## config.mk

```make
export PLATFORM = sky130hd
export DESIGN_NAME = sar_adc_control
export DESIGN_NICKNAME = d
export VERILOG_FILES = /design/src/logic/sar_adc_pkg.sv /design/src/logic/sar_adc_control.sv
export VERILOG_INCLUDE_DIRS = /design/src /design/src/logic
export SDC_FILE = /design/constraint.sdc
export NUM_CORES = 1
export LEC_CHECK = 0
export BUFFER_PORTS_ARGS = -buffer_cell sky130_fd_sc_hd__buf_2
export CORE_AREA = 5 5 117 119
export DETAILED_ROUTE_END_ITERATION = 10
export DIE_AREA = 0 0 122 124
export PLACE_DENSITY_LB_ADDON = 0.3
export RECOVER_POWER = 50
export SYNTH_ARGS = -nofsm -noshare
export SYNTH_HDL_FRONTEND = slang
export SYNTH_SLANG_ARGS = --single-unit
```

## constraint.sdc

```tcl
create_clock -name i_clk_sys -period 2.1 [get_ports i_clk_sys]
set_input_delay 0.42 -clock i_clk_sys [delete_from_list [all_inputs] [get_ports i_clk_sys]]
set_output_delay 0.42 -clock i_clk_sys [all_outputs]
set_load 0.005 [all_outputs]
```

## src/logic/sar_adc_cfg.svh

```systemverilog
// Register indices, field positions, reset values and widths for the converter control
`ifndef SAR_ADC_CFG_SVH
`define SAR_ADC_CFG_SVH
// Register indices; byte address is four times the index
`define CFG_IDX 8'hA9
`define LOW_IDX 8'hBA
`define HIGH_IDX 8'hBB
`define CTL_IDX 8'hCE
`define STAT_IDX 8'hD0
`define MASK_IDX 8'hD1
// converter_config fields
`define CFG_EN_BIT 7
`define CFG_IRQ_BIT 6
`define CFG_JUST_BIT 5
`define CFG_PRE_LSB 0
// converter_control fields
`define CTL_AVG_LSB 6
`define CTL_SEL_LSB 4
`define CTL_FLAG_BIT 1
`define CTL_START_BIT 0
// Reset values, then result and sum widths
`define CFG_RST 8'h00
`define CTL_RST 8'h00
`define MASK_RST 8'h00
`define RES_W 11
`define SUM_W 14
`endif

```

## src/logic/sar_adc_pkg.sv

```systemverilog
// Types shared by the converter control logic
package sar_adc_pkg;
   // Sequencer states, Gray coded along idle-launch-wait-store
   typedef enum logic [1:0] {
      ST_IDLE = 2'b00,
      ST_LAUNCH = 2'b01,
      ST_WAIT = 2'b11,
      ST_STORE = 2'b10
   } seq_state_t;
   // Software configuration as carried through the block
   typedef struct packed {
      logic conv_enable;
      logic conv_irq_enable;
      logic result_justify;
      logic [2:0] prescale;
   } conv_cfg_t;
   // Control fields
   typedef struct packed {
      logic [1:0] average_count_sel;
      logic [1:0] input_select;
   } conv_ctl_t;
endpackage

```

## src/logic/sar_adc_control.sv

```systemverilog
// APB-facing control, averaging and result logic of the 11-bit SAR converter
//
// Chosen here: the APB slave port.
`timescale 1ns/100ps
// ==========================================================
// Behaviour
// - Each conversion yields an 11-bit result for the selected input.
// - Completion raises an interrupt only while the irq enable bit is one.
// - Justify one: high 7..0 plus low 3..1; zero: high 2..0 plus low 7..0.
// - Prescale 0..7 divides system clock by 2 up to 256.
// - Averaging field picks 1, 2, 4 or 8 samples; resets to 00.
// - With several channels each one is averaged in turn; this block averages only the single selected input.
// - Select 00 ext a, 01 ext b, 10 temperature, 11 supply fifth.
// - Done flag sets once both result bytes hold the new value; not writable.
// - Reading the low result byte clears the done flag.
// - Result bytes are not overwritten while the done flag stands.
// - Writing start one while conv enable is one launches a conversion; hardware clears it when done.
// - Result bytes are read-only; writes leave them unchanged.
`include "sar_adc_cfg.svh"
module sar_adc_control #(
   parameter int RES_W = `RES_W
) (
   input wire logic i_clk_sys,
   input wire logic i_rst_n,
   input wire logic i_psel,
   input wire logic i_penable,
   input wire logic i_pwrite,
   input wire logic [9:0] i_paddr,
   input wire logic [31:0] i_pwdata,
   output logic [31:0] o_prdata,
   output logic o_pready,
   output logic o_pslverr,
   input wire logic i_core_done,
   input wire logic [RES_W-1:0] i_core_data,
   output logic o_conv_enable,
   output logic o_core_clk,
   output logic o_core_start,
   output logic [1:0] o_input_select,
   output logic o_irq
);
   // ==========================================================
   // Registers
   sar_adc_pkg::conv_cfg_t cfg_q;
   sar_adc_pkg::conv_ctl_t ctl_q;
   sar_adc_pkg::seq_state_t state_q;
   logic start_q;
   logic flag_q;
   logic [RES_W-1:0] result_q;
   logic [`SUM_W-1:0] sum_q;
   logic [3:0] taken_q;
   logic status_q;
   logic mask_q;
   logic [RES_W-1:0] data_s1_q, data_s2_q;
   logic done_s1_q, done_s2_q, done_d_q;
   logic [7:0] div_q;
   logic [7:0] idx;
   logic wr_acc, rd_acc, done_rise, store_now;
   logic [3:0] target;
   logic [`SUM_W-1:0] sum_next;
   logic [7:0] low_byte, high_byte;
   logic [31:0] rdata_d;
   logic hit;

   // ==========================================================
   // Bus decode; access completes on the second APB cycle
   assign idx = i_paddr[9:2];
   assign wr_acc = i_psel && i_penable && o_pready && i_pwrite;
   assign rd_acc = i_psel && i_penable && o_pready && !i_pwrite;
   assign target = 4'(1 << ctl_q.average_count_sel);
   assign sum_next = sum_q + `SUM_W'(data_s2_q);
   assign done_rise = done_s2_q && !done_d_q;
   assign store_now = (state_q == sar_adc_pkg::ST_STORE) && !flag_q;

   // Justified views; unused positions are zero
   always_comb begin
      if (cfg_q.result_justify) begin
         high_byte = result_q[10:3];
         low_byte = {4'h0, result_q[2:0], 1'b0};
      end else begin
         high_byte = {5'h00, result_q[10:8]};
         low_byte = result_q[7:0];
      end
   end

   // Read mux, captured in the setup cycle
   always_comb begin
      hit = 1'b1;
      rdata_d = 32'h0000_0000;
      unique case (idx)
         `CFG_IDX: rdata_d[7:0] = {cfg_q.conv_enable, cfg_q.conv_irq_enable,
            cfg_q.result_justify, 2'b00, cfg_q.prescale};
         `LOW_IDX: rdata_d[7:0] = low_byte;
         `HIGH_IDX: rdata_d[7:0] = high_byte;
         `CTL_IDX: rdata_d[7:0] = {ctl_q.average_count_sel, ctl_q.input_select,
            2'b00, flag_q, start_q};
         `STAT_IDX: rdata_d[0] = status_q;
         `MASK_IDX: rdata_d[0] = mask_q;
         default: hit = 1'b0;
      endcase
   end

   // No wait state: answer registered in setup, held through access
   always_ff @(posedge i_clk_sys or negedge i_rst_n) begin
      if (!i_rst_n) begin
         o_pready <= 1'b0;
         o_prdata <= 32'h0000_0000;
         o_pslverr <= 1'b0;
      end else begin
         o_pready <= i_psel && !i_penable;
         o_prdata <= (i_psel && !i_penable && !i_pwrite) ? rdata_d : 32'h0000_0000;
         o_pslverr <= i_psel && !i_penable && !hit;
      end
   end

   // Config and control fields; result bytes ignore writes
   always_ff @(posedge i_clk_sys or negedge i_rst_n) begin
      if (!i_rst_n) begin
         cfg_q <= sar_adc_pkg::conv_cfg_t'(`CFG_RST);
         ctl_q <= sar_adc_pkg::conv_ctl_t'(`CTL_RST >> 4);
         mask_q <= 1'(`MASK_RST);
      end else if (wr_acc) begin
         if (idx == `CFG_IDX) begin
            cfg_q.conv_enable <= i_pwdata[`CFG_EN_BIT];
            cfg_q.conv_irq_enable <= i_pwdata[`CFG_IRQ_BIT];
            cfg_q.result_justify <= i_pwdata[`CFG_JUST_BIT];
            cfg_q.prescale <= i_pwdata[`CFG_PRE_LSB +: 3];
         end
         // Averaging is not locked while running; software keeps it stable
         if (idx == `CTL_IDX) begin
            ctl_q.average_count_sel <= i_pwdata[`CTL_AVG_LSB +: 2];
            ctl_q.input_select <= i_pwdata[`CTL_SEL_LSB +: 2];
         end
         if (idx == `MASK_IDX) begin
            mask_q <= i_pwdata[0];
         end
      end
   end

   // Start bit: set by software only while conv enable is one, cleared by hardware at completion
   always_ff @(posedge i_clk_sys or negedge i_rst_n) begin
      if (!i_rst_n) begin
         start_q <= 1'b0;
      end else if (store_now) begin
         start_q <= 1'b0;
      end else if (wr_acc && idx == `CTL_IDX && i_pwdata[`CTL_START_BIT]) begin
         start_q <= cfg_q.conv_enable;
      end
   end

   // Done flag: set wins over the low-byte read clear
   always_ff @(posedge i_clk_sys or negedge i_rst_n) begin
      if (!i_rst_n) begin
         flag_q <= 1'b0;
      end else if (store_now) begin
         flag_q <= 1'b1;
      end else if (rd_acc && idx == `LOW_IDX) begin
         flag_q <= 1'b0;
      end
   end

   // Sticky event status, write one to clear
   always_ff @(posedge i_clk_sys or negedge i_rst_n) begin
      if (!i_rst_n) begin
         status_q <= 1'b0;
      end else if (store_now) begin
         status_q <= 1'b1;
      end else if (wr_acc && idx == `STAT_IDX && i_pwdata[0]) begin
         status_q <= 1'b0;
      end
   end

   // Level interrupt, gated by mask and irq enable
   always_ff @(posedge i_clk_sys or negedge i_rst_n) begin
      if (!i_rst_n) begin
         o_irq <= 1'b0;
      end else begin
         o_irq <= status_q && mask_q && cfg_q.conv_irq_enable;
      end
   end

   // ==========================================================
   // Core side: synchronise done and data, derive divided clock
   always_ff @(posedge i_clk_sys or negedge i_rst_n) begin
      if (!i_rst_n) begin
         done_s1_q <= 1'b0;
         done_s2_q <= 1'b0;
         done_d_q <= 1'b0;
         data_s1_q <= '0;
         data_s2_q <= '0;
      end else begin
         done_s1_q <= i_core_done;
         done_s2_q <= done_s1_q;
         done_d_q <= done_s2_q;
         data_s1_q <= i_core_data; // Core holds data while done is high
         data_s2_q <= data_s1_q;
      end
   end

   // Half period of 2^pre system clocks gives divide by 2^(pre+1)
   // Compare is >= so lowering the prescale never waits for a counter wrap
   always_ff @(posedge i_clk_sys or negedge i_rst_n) begin
      if (!i_rst_n) begin
         div_q <= 8'h00;
         o_core_clk <= 1'b0;
      end else if (!cfg_q.conv_enable) begin
         div_q <= 8'h00;
         o_core_clk <= 1'b0;
      end else if (div_q >= 8'((1 << cfg_q.prescale) - 1)) begin
         div_q <= 8'h00;
         o_core_clk <= !o_core_clk;
      end else begin
         div_q <= div_q + 8'h01;
      end
   end

   // Enable and select follow the software fields
   always_ff @(posedge i_clk_sys or negedge i_rst_n) begin
      if (!i_rst_n) begin
         o_conv_enable <= 1'b0;
         o_input_select <= 2'b00;
      end else begin
         o_conv_enable <= cfg_q.conv_enable;
         o_input_select <= ctl_q.input_select;
      end
   end

   // ==========================================================
   // Sequencer: launch, collect samples, hold until flag is free
   // Single selected channel is averaged fully before the next is taken
   always_ff @(posedge i_clk_sys or negedge i_rst_n) begin
      if (!i_rst_n) begin
         state_q <= sar_adc_pkg::ST_IDLE;
         o_core_start <= 1'b0;
         sum_q <= '0;
         taken_q <= 4'h0;
         result_q <= '0;
      end else begin
         o_core_start <= 1'b0;
         unique case (state_q)
            sar_adc_pkg::ST_IDLE: begin
               sum_q <= '0;
               taken_q <= 4'h0;
               if (start_q && cfg_q.conv_enable) begin
                  state_q <= sar_adc_pkg::ST_LAUNCH;
               end
            end
            sar_adc_pkg::ST_LAUNCH: begin
               o_core_start <= 1'b1;
               state_q <= sar_adc_pkg::ST_WAIT;
            end
            sar_adc_pkg::ST_WAIT: begin
               if (done_rise) begin
                  sum_q <= sum_next;
                  taken_q <= taken_q + 4'h1;
                  state_q <= (taken_q + 4'h1 == target) ? sar_adc_pkg::ST_STORE
                     : sar_adc_pkg::ST_LAUNCH;
               end
            end
            sar_adc_pkg::ST_STORE: begin
               if (!flag_q) begin
                  result_q <= RES_W'(sum_q >> ctl_q.average_count_sel);
                  state_q <= sar_adc_pkg::ST_IDLE;
               end
            end
         endcase
      end
   end
endmodule

```

=== Word level (Yosys, flattened, before mapping) ===
Cells that the tools add are included.
Widths: inputs -> output; s select.

* Flip-flop bits (word level): 94
* Input port bits: 59
* Output and inout bits: 40
* Logic and storage cells: 112

* Add/sub/neg operators: 4
* $lt $le $gt $ge: 1
* Equality and inequality tests: 14
* Shift operators: 3
* Multiplexer cells: 26
* Bitwise operators: 1
* Reduce and logical (&&, ||, !) cells: 35

{| class="wikitable"
|+ Operators with widths
! kind !! number
|-
| $eq 8x8->1 const B || 6
|-
| $mux 8 || 5
|-
| $pmux 14 s2 || 1
|-
| $pmux 7 s4 || 1
|-
| $logic_and 1x1->1 || 17
|-
| $add 14x11->14 || 1
|-
| $mux 14 || 1
|-
| $shr 14x2->11 || 1
|-
| $mux 1 || 10
|-
| $reduce_and 2->1 || 5
|-
| $add 8x1->8 const B || 1
|-
| $ge 8x8->1 || 1
|-
| $mux 2 || 4
|-
| $pmux 2 s4 || 1
|-
| $pmux 4 s2 || 1
|-
| $reduce_bool 2->1 || 4
|-
| $shl 1x3->8 const A || 1
|-
| $sub 8x2->8 const B || 1
|-
| $logic_not 1->1 || 6
|-
| $ne 2x2->1 const B || 3
|-
| $pmux 1 s6 || 1
|-
| $reduce_or 6->1 || 1
|-
| $add 4x1->4 const B || 1
|-
| $eq 2x2->1 const B || 2
|-
| other kinds (8) || 8
|}

=== Longest topological paths before layout ===
* Word-level depth: 7
* Gate-level depth with buffers: 8
* Gate-level depth less buffers: 7

=== Worst setup path before layout ===
OpenSTA, ideal clock, no wires.

* Kind: flip-flop to flip-flop
* Start: register cfg_q[2] (netlist bit)
* End: register o_core_clk
* Setup time: 128 ps
* Data arrival time: 1997 ps
* Required time: 1972 ps
* Path slack: -25 ps
* Cell stages (with the launch flop): 9
* Path buffers: 1
* Clock period less this slack: 2125 ps
* Cells stage by stage: dfrtp_1 clkbuf_1 or3_1 ha_1 nand2b_1 a21o_1 a31oi_1 o21ai_2 mux2_1

* Word-level cells in the longest chain between the ends: 4

{| class="wikitable"
|+ RTL lines
! item !! line !! source
|-
| from (decl) || sar_adc_control.sv:43 || <nowiki>sar_adc_pkg::conv_cfg_t cfg_q;</nowiki>
|-
| from (signal assigned) || sar_adc_control.sv:118 || <nowiki>cfg_q <= sar_adc_pkg::conv_cfg_t'(`CFG_RST);</nowiki>
|-
| $shl 1x3->8 || sar_adc_control.sv:208 || <nowiki>end else if (div_q >= 8'((1 << cfg_q.prescale) - 1)) begin</nowiki>
|-
| $sub 8x2->8 || sar_adc_control.sv:208 ||
|-
| $ge 8x8->1 || sar_adc_control.sv:208 ||
|-
| $ne 2x1->1 (no line) || - ||
|-
| to (signal assigned) || sar_adc_control.sv:210 || <nowiki>o_core_clk <= !o_core_clk;</nowiki>
|-
| to (decl) || sar_adc_control.sv:36 || <nowiki>output logic o_core_clk,</nowiki>
|}

Every way passes these cells.
A chain may end at the register's enable or synchronous reset.

=== Final worst setup path ===
Same ends and word-level chain as after synthesis.

==> results.txt <==
Status - complete, no violations
GP Congestion - 0.942
Total CTS buffers - 9
Fin. Hold Viols - 0
Yosys top cell by area - dfrtp_1
1st-pass router iterations - 4
Die Ht - 124 um
Antenna-violating nets left - 0
Worst Setup End Kind - register
Compound-gate portion of the synthesized area - 13.0%
# port buffers - 47
CTS Root Cell - clkbuf_16
HP Class - input pin to register
Synth async-reset ratio - 100%
Slack of the critical path - 0.0530 ns
Required time of the critical path - 2.33 ns
Fill cells - 1,153
Syn avg cell area - 10.7 sq um
Synth cell count leaders - 94 x dfrtp_1, 42 x nand2_1, 26 x nor2_1
Final setup vio count - 0
Post-synth top area share - 48.1%
Leakage power - 0.00270 uW
Final wirelength - 9.82 mm
# diodes - 0
Critical path depth - 7
Die area - 15,100 sq um
Setup CP Type - register to register
Post-synthesis sequential area ratio - 48.1%
Mux cell area share after synthesis - 10.2%
Layout cells sized above 1 - 22.4%
Worst Hold End - data_s1_q[5]
CP max-delay cell - or3_4
P&R area growth vs syn - 16.1%
Clock skew - 0.00505 ns
Via count - 3,440
Power Density - 615 nW/um^2
Design area - 5680 sq um
CTS tree - done
All-Layer GR Usage - 13.6%
Post-synth EDFFs - 0
Top delay family on crit path - simple AND/OR/NAND/NOR gates
Max VDD drop - 0.517 mV
Total gr overflow - 0
Syn Inst Count - 455
Adder-cell share of the synthesized area - 5.78%
RSZ-0062 raised after global routing - true
WL per Instance - 14.2 um
Placed cell area - 5330 sq um
Num rows - 41
Synth area leaders - dfrtp_1 48%, ha_1 5.4%, buf_4 3.7%, nand2_1 3.2%, mux2i_1 3.1%
Hpwl dp - 7.41 mm
Post-CTS Setup Inserts - 0
Slew Limit Headroom - 57.6%
CTS Buffer Depth - 2
Largest net degree at the start of global routing - 47
Crit Path Max Fanout - 2
IO Count - 99
Critical Path, Cell by Cell - or3_4 > ha_4 > nand2b_1 > a21o_1 > a31oi_1 > o21ai_2 > mux2_4
Post-route clock period utilization - 97.5%
Starting Density - 39.2%
Max cap viols - 0
Min cycle time layout - 2.05 ns
R2r startpoint - cfg_q[2]
Yosys warns - 0
Post-synthesis cell type count - 66
# DRC - 0
First-pass GRT wire length - 16.2 mm
Post-Place Worst Slack - -0.00651 ns
Clock sink count - 94
Largest family of logic cells by synthesized area - simple AND/OR/NAND/NOR gates
Clock transition at path regs - 0.07 ns
Critical Path Source Type - register
Hold-critical path depth - 1
Core Footprint - 12,500 sq um
Slew Limit Fails - 0
Worst-skew pair later-pin latency - 0.34 ns
Min-Delay Startpoint - i_core_data[5]
Top-count cell post-synth - dfrtp_1
Max Freq - 489 MHz
Ys flop type - dfrtp_1
R2r setup slk - 0.05 ns
Nets - 596
Crit path largest cell delay - 0.40 ns
Number of DRC markers in iteration 0 - 240
Simple-gate share of the synthesized area - 14.3%
Vias in the first global route - 3,335
#FFs+latches synth - 94
Die W - 122 um
Worst path buffer plus inverter count - 0
Slew @ Worst Pin - 0.628 ns
Post-Syn Area - 4890 sq um
Post-Synth XOR/XNOR Area - 2.51%
H-Tree Depth - 3
FF-to-FF End - o_core_clk
Vias/cell - 4.98
Initial antenna violation count - 0
R2R cell count - 7
Crit path DAT - 2.28 ns
kinds of logic (layout without fill, tap and decap cells):
kind of cell    Yosys count  after routing
compound gates           96             96
xor+xnor                 14             14
fa+ha+maj                22             22
buf+inv                  51             92
flops                    94             94
mux                      42             42
other cells               2             25
simple gates            134            134
placed cells by master, fill, tap and decap left out, types with 18 or more instances in the layout:
cell      n
buf_2    45
o21ai_0  18
nand2_1  42
dfrtp_1  94
nor2_1   26
buf_4    19
a21oi_1  20
nand3_1  24
conb_1   25
ha_1     18
state kept, by name, summed over array words and instances, names as in the netlist, 2 cells and up:
name            cells
o_input_select      2
cfg_q               6
div_q               8
data_s1_q          11
ctl_q               4
state_q             2
o_prdata            8
data_s2_q          11
result_q           11
taken_q             4
sum_q              14
layer usage:
layer | vias to the layer above | wire length [um] | GRT usage [%]
li1 | 1706 | - | -
met1 | 1640 | 4410 | 17.4
met2 | 79 | 4670 | 21.8
met3 | 15 | 542 | 3.95
met4 | 0 | 187 | 5.04
met5 | - | 0 | 0
what timing repair did:
item,in CTS,in global routing
endpoints found under the setup margin,1,8
pin swaps,1,9
hold buffers,1,0
resized for setup,1,14
endpoints found under the hold margin,20,0
stage by stage:
step / util [%] / power, uW / setup TNS, ns / hold slack (ns) / std cells
finish: 45.6 / 3490 / 0 / 0.184 / 691
global route: 45.6 / 3640 / -0.0511 / 0.162 / 691
CTS: 45.1 / 3570 / 0 / 0.160 / 691
detailed placement: 42.8 / 2040 / -0.00651 / 0.325 / 675
global placement: 42.8 / 2040 / 0 / 0.323 / 675
floorplan: - / 1980 / 0 / 0.124 / 478
power by group:
| group | switching, uW | internal, uW |
|---|---|---|
| logic | 103 | 57.4 |
| clock network | 657 | 829 |
| registers | 10.6 | 1840 |
| total | 770 | 2720 |
cell type report:
class | count | area [sq um] | share of cell area (%)
clock buffers | 10 | 239 | 4.21
clock inverters | 5 | 36.3 | 0.639
inverters | 10 | 37.5 | 0.661
multi-input cells | 333 | 2410 | 42.4
flip-flops and latches | 94 | 2350 | 41.4
well taps | 172 | 215 | 3.79
repair buffers | 67 | 389 | 6.85
how the worst max path moves through the flow:
stage	start	to
finish	cfg_q[2]	o_core_clk
CTS	sum_q[0]	sum_q[10]
global route	sum_q[0]	sum_q[12]
global placement	sum_q[0]	sum_q[10]
detailed placement	sum_q[0]	sum_q[10]
floorplan	cfg_q[2]	o_core_clk
No activity file was read; power rests on OpenSTA's default activity.
